--- src/common/tfu_consts.svh ---
// Bit positions, widths and constant values for the texel format unpacker
`ifndef TFU_CONSTS_SVH
`define TFU_CONSTS_SVH

// ==========================================================
// Small floats: 11-bit and 10-bit, no sign
`define TFU_F11_EXP_HI      10
`define TFU_F11_EXP_LO      6
`define TFU_F11_FRAC_HI     5
`define TFU_F10_EXP_HI      9
`define TFU_F10_EXP_LO      5
`define TFU_F10_FRAC_HI     4
`define TFU_F11_RED_LO      0
`define TFU_F11_GREEN_LO    11
`define TFU_F10_BLUE_LO     22

// ==========================================================
// Shared exponent RGB word
`define TFU_SE_EXP_HI       31
`define TFU_SE_EXP_LO       27
`define TFU_SE_BLUE_HI      26
`define TFU_SE_BLUE_LO      18
`define TFU_SE_GREEN_HI     17
`define TFU_SE_GREEN_LO     9
`define TFU_SE_RED_HI       8
`define TFU_SE_RED_LO       0
`define TFU_SE_FRAC_BITS    9

// ==========================================================
// Compressed two-block word
`define TFU_BLOCK_BITS      128
`define TFU_MODE_B2         127
`define TFU_MODE_B1         126
`define TFU_MODE_B0         125
`define TFU_HI_C1_HI        125
`define TFU_HI_C1_LO        111
`define TFU_HI_C0_HI        110
`define TFU_HI_C0_LO        96
`define TFU_HI_SEL_W        3
`define TFU_HI_BLACK_IDX    3'h7
`define TFU_HI_STEPS        6
`define TFU_HI_ROUND        3

// ==========================================================
// Output encodings
`define TFU_HALF_ONE        16'h3c00
`define TFU_UNORM_ONE       16'h00ff
`define TFU_HALF_BIAS_FIX   9

`endif

--- src/common/tfu_pkg.sv ---
// Types shared by the texel format unpacker and its bench
`default_nettype none
package tfu_pkg;

	// Source surface formats accepted by the unpacker
	typedef enum logic [3:0] {
		tfu_fmt_float_rg11_b10,
		tfu_fmt_shared_exponent_rgb,
		tfu_fmt_intensity8,
		tfu_fmt_luminance8,
		tfu_fmt_luminance8_alpha8,
		tfu_fmt_one_bit_texel_format,
		tfu_fmt_mono_filter_bit_format,
		tfu_fmt_alpha_high_nibble_palette,
		tfu_fmt_index_high_nibble_palette,
		tfu_fmt_alpha_high_byte_palette,
		tfu_fmt_index_high_byte_palette,
		tfu_fmt_byte_index_palette,
		tfu_fmt_two_bit_index_palette,
		tfu_fmt_compressed_block
	} tfu_fmt_t;

	// Compressed block modes
	typedef enum logic [1:0] {
		tfu_two_colour_high_mode,
		tfu_four_colour_direct_mode,
		tfu_alpha_block_mode,
		tfu_mixed_block_mode
	} tfu_blk_mode_t;

endpackage : tfu_pkg
`default_nettype wire

--- src/hdl/tfu_unpacker.sv ---
// Texel format unpacker: stored surface words in, sampler channel values out
//
// Contract
// - 11-bit float: exponent in bits 10:6, six-bit fraction in bits 5:0.
// - 10-bit float: exponent in bits 9:5, five-bit fraction in bits 4:0.
// - Small floats unsigned; e=31 NaN/infinity, normal 1.f, e=0 denormal 0.f.
// - Largest finite results are 65024 (11-bit) and 64512 (10-bit).
// - Single-to-half conversion should round to nearest even.
// - Shared exponent: e 31:27, blue 26:18, green 17:9, red 8:0.
// - Shared exponent uses implied zero; no infinity, NaN or negatives.
// - Stored pixels are little-endian, byte n holds pixel bits 7:0.
// - Format channels are placed LSB first in listed order.
// - Intensity is copied to red, green, blue and alpha.
// - Luminance is copied to red, green, blue; alpha separate or default.
// - One-bit format: eight texels per byte, texel k in bit k.
// - Alpha-high nibble palette: alpha 7:4 replicated, index 3:0.
// - Index-high nibble palette: index high nibble, alpha low nibble replicated.
// - Alpha-high byte palette: alpha high byte, low byte indexes RGB entry.
// - Index-high byte palette: index 15:8, alpha 7:0.
// - Index-only palettes look up full ARGB, alpha from palette.
// - Compressed word holds two 4x4 blocks, texels 0-15 then 16-31.
// - Block mode from bits 127:125: 00x high, 010, 011, 1xx.
// - High mode colours at 125:111 and 110:96, 3-bit texel selects.
// - Five-bit channels widen by repeating their three top bits below.
// - High mode table: seven interpolated colours opaque, eighth transparent black.
// - High entry n is ((6-n)*c0 + n*c1 + 3)/6, entry 7 black.
`timescale 1ns/1ns
`default_nettype none
`include "tfu_consts.svh"

module tfu_unpacker #(
	parameter int WORD_W = 128
) (
	// Clock and reset
	input  wire logic                    mclk_i,
	input  wire logic                    rst_n_i,
	// Stored word request
	input  wire logic                    in_valid_i,
	input  wire tfu_pkg::tfu_fmt_t       fmt_i,
	input  wire logic [WORD_W-1:0]       word_i,
	input  wire logic [4:0]              texel_sel_i,
	// Decoded texel
	output var  logic                    out_valid_o,
	output var  logic [15:0]             red_o,
	output var  logic [15:0]             green_o,
	output var  logic [15:0]             blue_o,
	output var  logic [15:0]             alpha_o,
	output var  logic                    chan_float_o,
	// Palette lookup request for the external palette
	output var  logic                    pal_lookup_o,
	output var  logic [7:0]              pal_index_o,
	output var  logic                    pal_alpha_o,
	// Side information
	output var  logic                    mono_filter_o,
	output var  tfu_pkg::tfu_blk_mode_t  blk_mode_o,
	output var  logic                    blk_unsupported_o
);

	// ==========================================================
	// Elaboration checks
	generate
		if (WORD_W != `TFU_BLOCK_BITS) begin : g_bad_width
			$error("tfu_unpacker: WORD_W must equal the compressed block width");
		end
	endgenerate

	// ==========================================================
	// Helper functions

	// Small unsigned float to half: same bias, so the fields map over
	function automatic logic [15:0] small_to_half(input logic [4:0] e, input logic [5:0] f);
		return {1'b0, e, f, 4'h0};
	endfunction : small_to_half

	// Shared-exponent channel to half; 0.f * 2^(e-15) is always exact in half
	function automatic logic [15:0] shared_to_half(input logic [4:0] e, input logic [8:0] f);
		logic [3:0]  msb;
		int          ex;
		logic [18:0] sh;
		msb = 4'h0;
		ex  = 0;
		sh  = 19'h0;
		for (int i = 0; i < `TFU_SE_FRAC_BITS; i++) begin
			if (f[i]) begin
				msb = 4'(i);
			end
		end
		ex = int'(e) + int'(msb) - `TFU_HALF_BIAS_FIX;
		if (f == 9'h0) begin
			return 16'h0000;
		end else if (ex >= 1) begin
			sh = {10'h000, f} << (4'ha - msb);
			return {1'b0, ex[4:0], sh[9:0]};
		end else begin
			sh = {10'h000, f} << e;
			return {6'h00, sh[9:0]};
		end
	endfunction : shared_to_half

	// Widen a five-bit channel to eight bits
	function automatic logic [7:0] widen5(input logic [4:0] c);
		return {c, c[4:2]};
	endfunction : widen5

	// One channel of a high-mode table entry
	function automatic logic [7:0] lerp6(input logic [7:0] c0, input logic [7:0] c1, input logic [2:0] n);
		int sum;
		sum = (`TFU_HI_STEPS - int'(n)) * int'(c0) + int'(n) * int'(c1) + `TFU_HI_ROUND;
		return 8'(sum / `TFU_HI_STEPS);
	endfunction : lerp6

	// ==========================================================
	// Stage 1: capture the request

	logic                    s1_valid_reg;
	tfu_pkg::tfu_fmt_t       s1_fmt_reg;
	logic [WORD_W-1:0]       s1_word_reg;
	logic [4:0]              s1_sel_reg;

	// Request valid pipeline, cleared by reset
	// fixed latency valid
	always_ff @(posedge mclk_i or negedge rst_n_i) begin
		if (!rst_n_i) begin
			s1_valid_reg <= 1'b0;
		end else begin
			s1_valid_reg <= in_valid_i;
		end
	end

	// Request payload, taken every cycle; valid qualifies it
	always_ff @(posedge mclk_i or negedge rst_n_i) begin
		if (!rst_n_i) begin
			s1_fmt_reg  <= tfu_pkg::tfu_fmt_float_rg11_b10;
			s1_word_reg <= '0;
			s1_sel_reg  <= 5'h00;
		end else begin
			s1_fmt_reg  <= fmt_i;
			s1_word_reg <= word_i;
			s1_sel_reg  <= texel_sel_i;
		end
	end

	// ==========================================================
	// Stage 2: decode

	logic [31:0]              pix;
	logic [7:0]               c0_r;
	logic [7:0]               c0_g;
	logic [7:0]               c0_b;
	logic [7:0]               c1_r;
	logic [7:0]               c1_g;
	logic [7:0]               c1_b;
	logic [2:0]               hi_idx;
	tfu_pkg::tfu_blk_mode_t   mode;

	logic [15:0]              red_next;
	logic [15:0]              green_next;
	logic [15:0]              blue_next;
	logic [15:0]              alpha_next;
	logic                     float_next;
	logic                     lookup_next;
	logic [7:0]               index_next;
	logic                     pal_alpha_next;
	logic                     mono_next;
	logic                     unsup_next;

	// Low word as a pixel; byte 0 of the word is byte n of memory
	// little-endian pixel
	assign pix = s1_word_reg[31:0];

	// Block mode from the three top bits
	// mode select
	always_comb begin
		if (s1_word_reg[`TFU_MODE_B2]) begin
			mode = tfu_pkg::tfu_mixed_block_mode;
		end else if (!s1_word_reg[`TFU_MODE_B1]) begin
			mode = tfu_pkg::tfu_two_colour_high_mode;
		end else if (s1_word_reg[`TFU_MODE_B0]) begin
			mode = tfu_pkg::tfu_alpha_block_mode;
		end else begin
			mode = tfu_pkg::tfu_four_colour_direct_mode;
		end
	end

	// High-mode base colours, widened
	// colour fields
	assign c1_r = widen5(s1_word_reg[`TFU_HI_C1_HI -: 5]);
	assign c1_g = widen5(s1_word_reg[`TFU_HI_C1_HI - 5 -: 5]);
	assign c1_b = widen5(s1_word_reg[`TFU_HI_C1_LO +: 5]);
	assign c0_r = widen5(s1_word_reg[`TFU_HI_C0_HI -: 5]);
	assign c0_g = widen5(s1_word_reg[`TFU_HI_C0_HI - 5 -: 5]);
	assign c0_b = widen5(s1_word_reg[`TFU_HI_C0_LO +: 5]);

	// Texel select; texels 0-15 are the first block, 16-31 the second
	// texel order
	assign hi_idx = s1_word_reg[s1_sel_reg * `TFU_HI_SEL_W +: `TFU_HI_SEL_W];

	// Format decode; all channels default to zero
	always_comb begin
		red_next       = 16'h0000;
		green_next     = 16'h0000;
		blue_next      = 16'h0000;
		alpha_next     = 16'h0000;
		float_next     = 1'b0;
		lookup_next    = 1'b0;
		index_next     = 8'h00;
		pal_alpha_next = 1'b0;
		mono_next      = 1'b0;
		unsup_next     = 1'b0;
		case (s1_fmt_reg)
			tfu_pkg::tfu_fmt_float_rg11_b10: begin
				float_next = 1'b1;
				red_next   = small_to_half(pix[`TFU_F11_RED_LO + `TFU_F11_EXP_LO +: 5],
				                           pix[`TFU_F11_RED_LO +: `TFU_F11_FRAC_HI + 1]);
				green_next = small_to_half(pix[`TFU_F11_GREEN_LO + `TFU_F11_EXP_LO +: 5],
				                           pix[`TFU_F11_GREEN_LO +: `TFU_F11_FRAC_HI + 1]);
				blue_next  = small_to_half(pix[`TFU_F10_BLUE_LO + `TFU_F10_EXP_LO +: 5],
				                           {pix[`TFU_F10_BLUE_LO +: `TFU_F10_FRAC_HI + 1], 1'b0});
				alpha_next = `TFU_HALF_ONE;
			end
			tfu_pkg::tfu_fmt_shared_exponent_rgb: begin
				float_next = 1'b1;
				red_next   = shared_to_half(pix[`TFU_SE_EXP_HI:`TFU_SE_EXP_LO], pix[`TFU_SE_RED_HI:`TFU_SE_RED_LO]);
				green_next = shared_to_half(pix[`TFU_SE_EXP_HI:`TFU_SE_EXP_LO],
				                            pix[`TFU_SE_GREEN_HI:`TFU_SE_GREEN_LO]);
				blue_next  = shared_to_half(pix[`TFU_SE_EXP_HI:`TFU_SE_EXP_LO], pix[`TFU_SE_BLUE_HI:`TFU_SE_BLUE_LO]);
				alpha_next = `TFU_HALF_ONE;
			end
			tfu_pkg::tfu_fmt_intensity8: begin
				red_next   = {8'h00, pix[7:0]};
				green_next = {8'h00, pix[7:0]};
				blue_next  = {8'h00, pix[7:0]};
				alpha_next = {8'h00, pix[7:0]};
			end
			tfu_pkg::tfu_fmt_luminance8: begin
				red_next   = {8'h00, pix[7:0]};
				green_next = {8'h00, pix[7:0]};
				blue_next  = {8'h00, pix[7:0]};
				alpha_next = `TFU_UNORM_ONE;
			end
			tfu_pkg::tfu_fmt_luminance8_alpha8: begin
				red_next   = {8'h00, pix[7:0]};
				green_next = {8'h00, pix[7:0]};
				blue_next  = {8'h00, pix[7:0]};
				alpha_next = {8'h00, pix[15:8]};
			end
			tfu_pkg::tfu_fmt_one_bit_texel_format,
			tfu_pkg::tfu_fmt_mono_filter_bit_format: begin
				red_next   = {8'h00, {8{pix[s1_sel_reg]}}};
				green_next = {8'h00, {8{pix[s1_sel_reg]}}};
				blue_next  = {8'h00, {8{pix[s1_sel_reg]}}};
				alpha_next = {8'h00, {8{pix[s1_sel_reg]}}};
				mono_next  = (s1_fmt_reg == tfu_pkg::tfu_fmt_mono_filter_bit_format);
			end
			tfu_pkg::tfu_fmt_alpha_high_nibble_palette: begin
				lookup_next = 1'b1;
				index_next  = {4'h0, pix[3:0]};
				alpha_next  = {8'h00, pix[7:4], pix[7:4]};
			end
			tfu_pkg::tfu_fmt_index_high_nibble_palette: begin
				lookup_next = 1'b1;
				index_next  = {4'h0, pix[7:4]};
				alpha_next  = {8'h00, pix[3:0], pix[3:0]};
			end
			tfu_pkg::tfu_fmt_alpha_high_byte_palette: begin
				lookup_next = 1'b1;
				index_next  = pix[7:0];
				alpha_next  = {8'h00, pix[15:8]};
			end
			tfu_pkg::tfu_fmt_index_high_byte_palette: begin
				lookup_next = 1'b1;
				index_next  = pix[15:8];
				alpha_next  = {8'h00, pix[7:0]};
			end
			tfu_pkg::tfu_fmt_byte_index_palette: begin
				lookup_next    = 1'b1;
				index_next     = pix[7:0];
				pal_alpha_next = 1'b1;
			end
			tfu_pkg::tfu_fmt_two_bit_index_palette: begin
				lookup_next    = 1'b1;
				index_next     = {6'h00, pix[1:0]};
				pal_alpha_next = 1'b1;
			end
			// Only the two-colour high mode decodes; others flag unsupported
			tfu_pkg::tfu_fmt_compressed_block: begin
				if (mode == tfu_pkg::tfu_two_colour_high_mode) begin
					if (hi_idx != `TFU_HI_BLACK_IDX) begin
						red_next   = {8'h00, lerp6(c0_r, c1_r, hi_idx)};
						green_next = {8'h00, lerp6(c0_g, c1_g, hi_idx)};
						blue_next  = {8'h00, lerp6(c0_b, c1_b, hi_idx)};
						alpha_next = `TFU_UNORM_ONE;
					end
				end else begin
					unsup_next = 1'b1;
				end
			end
			default: begin
				unsup_next = 1'b1;
			end
		endcase
	end

	// ==========================================================
	// Stage 2 output registers

	// Output valid, cleared by reset
	// fixed latency valid
	always_ff @(posedge mclk_i or negedge rst_n_i) begin
		if (!rst_n_i) begin
			out_valid_o <= 1'b0;
		end else begin
			out_valid_o <= s1_valid_reg;
		end
	end

	// Channel data; updated every cycle, so only valid cycles mean anything
	always_ff @(posedge mclk_i or negedge rst_n_i) begin
		if (!rst_n_i) begin
			red_o        <= 16'h0000;
			green_o      <= 16'h0000;
			blue_o       <= 16'h0000;
			alpha_o      <= 16'h0000;
			chan_float_o <= 1'b0;
		end else begin
			red_o        <= red_next;
			green_o      <= green_next;
			blue_o       <= blue_next;
			alpha_o      <= alpha_next;
			chan_float_o <= float_next;
		end
	end

	// Palette request and side flags
	always_ff @(posedge mclk_i or negedge rst_n_i) begin
		if (!rst_n_i) begin
			pal_lookup_o      <= 1'b0;
			pal_index_o       <= 8'h00;
			pal_alpha_o       <= 1'b0;
			mono_filter_o     <= 1'b0;
			blk_mode_o        <= tfu_pkg::tfu_two_colour_high_mode;
			blk_unsupported_o <= 1'b0;
		end else begin
			pal_lookup_o      <= lookup_next;
			pal_index_o       <= index_next;
			pal_alpha_o       <= pal_alpha_next;
			mono_filter_o     <= mono_next;
			blk_mode_o        <= mode;
			blk_unsupported_o <= unsup_next;
		end
	end

endmodule : tfu_unpacker
`default_nettype wire

--- config.mk ---
export PLATFORM = sky130hd
export DESIGN_NAME = tfu_unpacker
export DESIGN_NICKNAME = d
export VERILOG_FILES = /design/src/common/tfu_pkg.sv /design/src/hdl/tfu_unpacker.sv
export VERILOG_INCLUDE_DIRS = /design/src /design/src/common
export SDC_FILE = /design/constraint.sdc
export NUM_CORES = 1
export LEC_CHECK = 0
export BUFFER_PORTS_ARGS = -buffer_cell sky130_fd_sc_hd__buf_2
export CORE_ASPECT_RATIO = 0.8
export CORE_MARGIN = 2
export CORE_UTILIZATION = 44
export DETAILED_ROUTE_END_ITERATION = 10
export GPL_ROUTABILITY_DRIVEN = 1
export GPL_TIMING_DRIVEN = 0
export HOLD_SLACK_MARGIN = 0.12
export SETUP_SLACK_MARGIN = 0.1
export SYNTH_ARGS = -nofsm -noshare
export SYNTH_HDL_FRONTEND = slang
export SYNTH_SLANG_ARGS = --single-unit
--- constraint.sdc ---
create_clock -name mclk_i -period 20.6 [get_ports mclk_i]
set_clock_uncertainty 0.05 [all_clocks]
set_input_delay 1.03 -clock mclk_i [delete_from_list [all_inputs] [get_ports mclk_i]]
set_output_delay 1.03 -clock mclk_i [all_outputs]
set_load 0.02 [all_outputs]
* After elaboration in Yosys (flattened, before gate mapping)
Index checks and enable logic that the tools add are counted.
** Cells by class
- Order comparisons :: 4
- Muxes and demuxes :: 57
- Multipliers :: 7
- Add/subtract/negate cells :: 16
- Divide/modulo/power cells :: 3
- Shift-type cells :: 7
- Reductions and logical operators :: 14
- Equality and inequality tests :: 14
** Operator list (count)
- $pmux W15 S5 :: 3
- $shiftx A128 B8 Y3 :: 1
- $pmux W14 S8 :: 1
- $div A32 B4 Y32 const B :: 3
- $mux W4 :: 24
- $mux W15 :: 6
- $add A32 B12 Y32 :: 2
- $add A32 B3 Y32 const B :: 2
- $mux W8 :: 8
- $pmux W8 S5 :: 1
- $mul A4 B9 Y13 :: 3
- $mul A3 B8 Y11 :: 3
- $shl A9 B4 Y10 :: 3
- $shl A9 B5 Y10 :: 3
- $logic_not A9 Y1 :: 3
- $eq A4 B4 Y1 const B :: 6
- $ge A7 B2 Y1 const B :: 3
- $sub A6 B4 Y7 const B :: 3
- $add A5 B4 Y6 :: 3
- $eq A4 B3 Y1 const B :: 4
- $add A14 B3 Y15 const B :: 1
- $add A13 B12 Y14 :: 1
- $reduce_or A13 Y1 :: 1
- $reduce_or A2 Y1 :: 6
- other kinds (15) :: 28
** Word-level totals
- Register bits after elaboration :: 218
- Logic and storage cells :: 138

* Depth between registers and ports, before layout
- Depth in word-level cells :: 15
- Mapped depth :: 67

* Least setup slack after synthesis
OpenSTA, ideal clock, no wires.
- Path kind :: reg-to-reg
- Start :: register s1_sel_reg[0]
- End :: register red_o[6]
- Path buffers :: 7
- Required time :: 20.421 ns
- Arrival :: 14.744 ns
- Path slack :: 5.677 ns
- Setup time :: 0.129 ns
- Cell stages (with the launch flop) :: 62
- Cells stage by stage :: dfrtp_1 -> clkbuf_1 -> buf_1 -> clkbuf_1 -> mux4_2 -> mux4_2 -> mux2_2 -> clkbuf_1 -> ha_1 -> ha_1 -> clkbuf_1 -> nand2b_1 -> fa_1 -> fa_1 -> inv_1 -> fa_1 -> ha_1 -> inv_1 -> [... 26 more ...] -> o22a_4 -> a22o_1 -> mux2_4 -> o211a_1 -> buf_4 -> o31ai_1 -> a311oi_1 -> a22oi_1 -> o211ai_1 -> nor3_2 -> xnor2_1 -> o21bai_1 -> a21oi_1 -> ha_1 -> inv_1 -> o41ai_1 -> xnor2_1 -> o21ai_1
** Between the ends
- Word-level cells in the longest chain between the ends :: 10
- Elaborated cells between the ends (all ways) :: 14
** Ends and longest elaborated chain
- start, declared :: line tfu_unpacker.sv:118 : logic [4:0] s1_sel_reg;
- start signal, assigned :: line tfu_unpacker.sv:139 : s1_sel_reg <= texel_sel_i;
- $mul A5 B2 Y7 (no line)
- $shiftx A128 B8 Y3 :: line tfu_unpacker.sv:196 : assign hi_idx = s1_word_reg[s1_sel_reg * `TFU_HI_SEL_W +: `TFU_HI_SEL_W];
- $sub A3 B3 Y4 (no line)
- $mul A4 B9 Y13 :: line tfu_unpacker.sv:108 : sum = (`TFU_HI_STEPS - int'(n)) * int'(c0) + int'(n) * int'(c1) + `TFU_HI_ROUND;
- $add A32 B12 Y32 :: line tfu_unpacker.sv:108
- $add A32 B3 Y32 (no line)
- $div A32 B4 Y32 (no line)
- $mux W8 :: line tfu_unpacker.sv:288 : if (hi_idx != `TFU_HI_BLACK_IDX) begin
- $mux W8 :: line tfu_unpacker.sv:287 : if (mode == tfu_pkg::tfu_two_colour_high_mode) begin
- $pmux W15 S5 * :: line tfu_unpacker.sv:210 : case (s1_fmt_reg)
- via red_next[6] :: line tfu_unpacker.sv:156 : logic [15:0] red_next;
- end signal, assigned :: line tfu_unpacker.sv:326 : red_o <= red_next;
- end, declared :: line tfu_unpacker.sv:44 : output var logic [15:0] red_o,
The timed path passes the listed nets; every way through them passes the cells marked *. The select of a mux whose other input is x is not followed.

* Worst setup path after layout
Ends and elaborated chain as after synthesis.

==> impl_metrics.env <==
export IMPL_run_status="finished, final reports clean"
export IMPL_fin_ws_ns=2.45
export IMPL_min_period_over_period=0.881
export IMPL_nets=3202
export IMPL_routabilityCongestion=0.928
export IMPL_ys_flop_type="dfrtp_1"
export IMPL_cp_startpoint="s1_sel_reg[0]"
export IMPL_clock_latency_ns=0.56
export IMPL_fill_cells=4716
export IMPL_hold_depth=0
export IMPL_min_delay_start="s1_valid_reg"
export IMPL_h_tree_depth=1
export IMPL_rows=73
export IMPL_ctsHoldBuffers=0
export IMPL_period_needed_ns=18.15
export IMPL_timing_rr_start="s1_sel_reg[0]"
export IMPL_hpwlAfterDp_um=53200
export IMPL_dp_slack_ns=2.57
export IMPL_synth_warnings=0
export IMPL_gr_total_overflow=0
export IMPL_synthCells=2552
export IMPL_register_area_um2=5200
export IMPL_cts_root_buffer="clkbuf_16"
export IMPL_drt_initial_drc_count=1598
export IMPL_synth_edf_count=0
export IMPL_final_common_cell="nor2_1"
export IMPL_clk_path_buf_depth=3
export IMPL_maxSlewHeadroom=0.333
export IMPL_antenna_found_initial=3
export IMPL_tns_ns=0
export IMPL_cpMostUsedCell="ha_1"
export IMPL_slew_violations=0
export IMPL_largest_reg_flops=128
export IMPL_critPathLaunchType="register"
export IMPL_rsz0062_at_grt="no"
export IMPL_drive_above_1_share=0.137
export IMPL_grt_pass1_wl_um=105000
export IMPL_port_buffers=212
export IMPL_hold_viol_final=0
export IMPL_cts_inserted_buffers=24
export IMPL_num_antenna_cells=0
export IMPL_path_class="reg2reg"
export IMPL_synth_async_sr_flop_share=1.00
export IMPL_final_util=0.503
export IMPL_worst_r2r_cell_count=60
export IMPL_mostFrequentLayoutCells="225 x nor2_1, 214 x buf_2, 211 x nand2_1"
export IMPL_avgSynthCellArea_um2=8.71
export IMPL_slowest_stage="buf_1"
export IMPL_ant_nets=0
export IMPL_die_y_um=205
export IMPL_cts_tree="done"
export IMPL_dieArea_um2=52300
export IMPL_wl_per_cell_um=19.0
export IMPL_end_kind="register"
export IMPL_hp_class="reg2reg"
export IMPL_grt_total_usage=0.249
export IMPL_max_cap_violations=0
export IMPL_path_buf_inv=11
export IMPL_cp_depth=60
export IMPL_crit_required_ns=20.93
export IMPL_ctsResizeCount=0
export IMPL_clk_pin_slew_ns=0.07
export IMPL_coreArea_um2=49800
export IMPL_ys_seq_elements=208
export IMPL_routed_wl_um=66400
export IMPL_initial_core_util=0.446
export IMPL_cp_arrival_ns=18.49
export IMPL_grt_max_degree=120
export IMPL_worst_slew_pin_slew_ns=1.00
export IMPL_critPathMaxStageDelay_ns=0.72
export IMPL_ys_seq_area_frac=0.234
export IMPL_fp_dieW_um=255
export IMPL_setup_viol_count_final=0
export IMPL_multi_input_area_um2=15800
export IMPL_io_pins=220
export IMPL_synthToLayoutAreaGrowth_pct=12.7
export IMPL_post_cts_setup_buffers=0
export IMPL_drtPass1Iterations=5
export IMPL_hold_slack_ns=0.327
export IMPL_vias_per_cell=5.84
export IMPL_fmax_ghz=0.0551
export IMPL_path_max_fanout=10
export IMPL_cts_sinks=208
export IMPL_grt_pass1_vias=19600
export IMPL_path_delay_family="compound AO/OA/AOI/OAI gates"
export IMPL_syn_area_um2=22200
export IMPL_drc=0
export IMPL_ys_types=109
export IMPL_via_count=20400
per-stage QoR:
step | cells | cell area [um^2]
floorplan | 2558 | 22200
global placement | 3445 | 24200
detailed placement | 3447 | 24200
CTS | 3491 | 25000
global route | 3491 | 25000
finish | 3491 | 25000
area by class of cell:
| cell class | instances | area share |
|---|---|---|
| Multi-Input combinational cell | 2039 | 0.632 |
| Sequential cell | 208 | 0.208 |
| Timing Repair Buffer | 214 | 0.0442 |
| Tap cell | 675 | 0.0337 |
| Inverter | 193 | 0.0289 |
| Clock buffer | 35 | 0.0285 |
| Buffer | 118 | 0.0199 |
| Clock inverter | 9 | 0.00470 |
cells by family (layout without fill, tap and decap cells):
family          Yosys count  count (layout)  share of synthesized area
compound gates          699             699                      0.224
xor+xnor                169             169                     0.0666
fa+ha+maj               270             270                      0.175
buf+inv                 311             569                     0.0551
flops                   208             208                      0.234
mux                     108             108                     0.0720
other cells               1               7                   0.000169
simple gates            786             786                      0.172
metal layers:
| layer | track usage | part of all wire | vias to the layer above |
|---|---|---|---|
| li1 | - | - | 9764 |
| met1 | 0.375 | 0.48 | 9849 |
| met2 | 0.385 | 0.44 | 700 |
| met3 | 0.0281 | 0.063 | 75 |
| met4 | 0.0487 | 0.019 | 0 |
| met5 | 0 | 0 | - |
path summary, 6_finish.rpt:
path | to | slack [ns]
worst max-delay path | red_o[6] | 2.45
worst min-delay path | out_valid_o | 0.33
worst max register to register | red_o[6] | 2.45
worst min register to register | out_valid_o | 0.33
max in group asynchronous | s1_word_reg[112] | 19.00
min in group asynchronous | s1_word_reg[125] | 0.43
cell usage after synthesis, types with 10 or more instances:
| cell | n | area (um^2) |
|---|---|---|
| xnor2_1 | 121 | 1060 |
| or2_2 | 19 | 119 |
| a32oi_1 | 10 | 87.6 |
| nor4_1 | 21 | 131 |
| o21a_1 | 17 | 128 |
| o21ai_0 | 105 | 526 |
| a21oi_1 | 158 | 791 |
| a21o_1 | 43 | 323 |
| nand2b_1 | 33 | 206 |
| clkbuf_1 | 91 | 342 |
| inv_1 | 191 | 717 |
| nand2_1 | 211 | 792 |
| and2_1 | 49 | 307 |
| o221ai_1 | 11 | 96.3 |
| o2111ai_1 | 12 | 105 |
| o31ai_1 | 17 | 128 |
| o21ai_1 | 13 | 65.1 |
| nor3_1 | 44 | 220 |
| nand3_1 | 49 | 245 |
| a31oi_1 | 17 | 106 |
| mux2i_1 | 60 | 601 |
| a22o_1 | 20 | 175 |
| buf_1 | 10 | 37.5 |
| ha_1 | 193 | 2410 |
| nand4_1 | 21 | 131 |
| o211ai_1 | 28 | 210 |
| a211o_1 | 11 | 96.3 |
| o22ai_1 | 22 | 138 |
| nor2_1 | 225 | 845 |
| a211oi_1 | 29 | 218 |
| dfrtp_1 | 208 | 5200 |
| mux4_2 | 40 | 901 |
| o21bai_1 | 28 | 210 |
| or3_1 | 14 | 87.6 |
| buf_4 | 14 | 105 |
| xor2_1 | 48 | 420 |
| or4_1 | 10 | 75.1 |
| nor2b_1 | 32 | 200 |
| and3_1 | 20 | 125 |
| a221o_1 | 18 | 180 |
| fa_1 | 71 | 1420 |
Power is left out: the tool's default activity adds up to more than one toggle a clock period on the data nets, which glitch-free logic cannot reach.
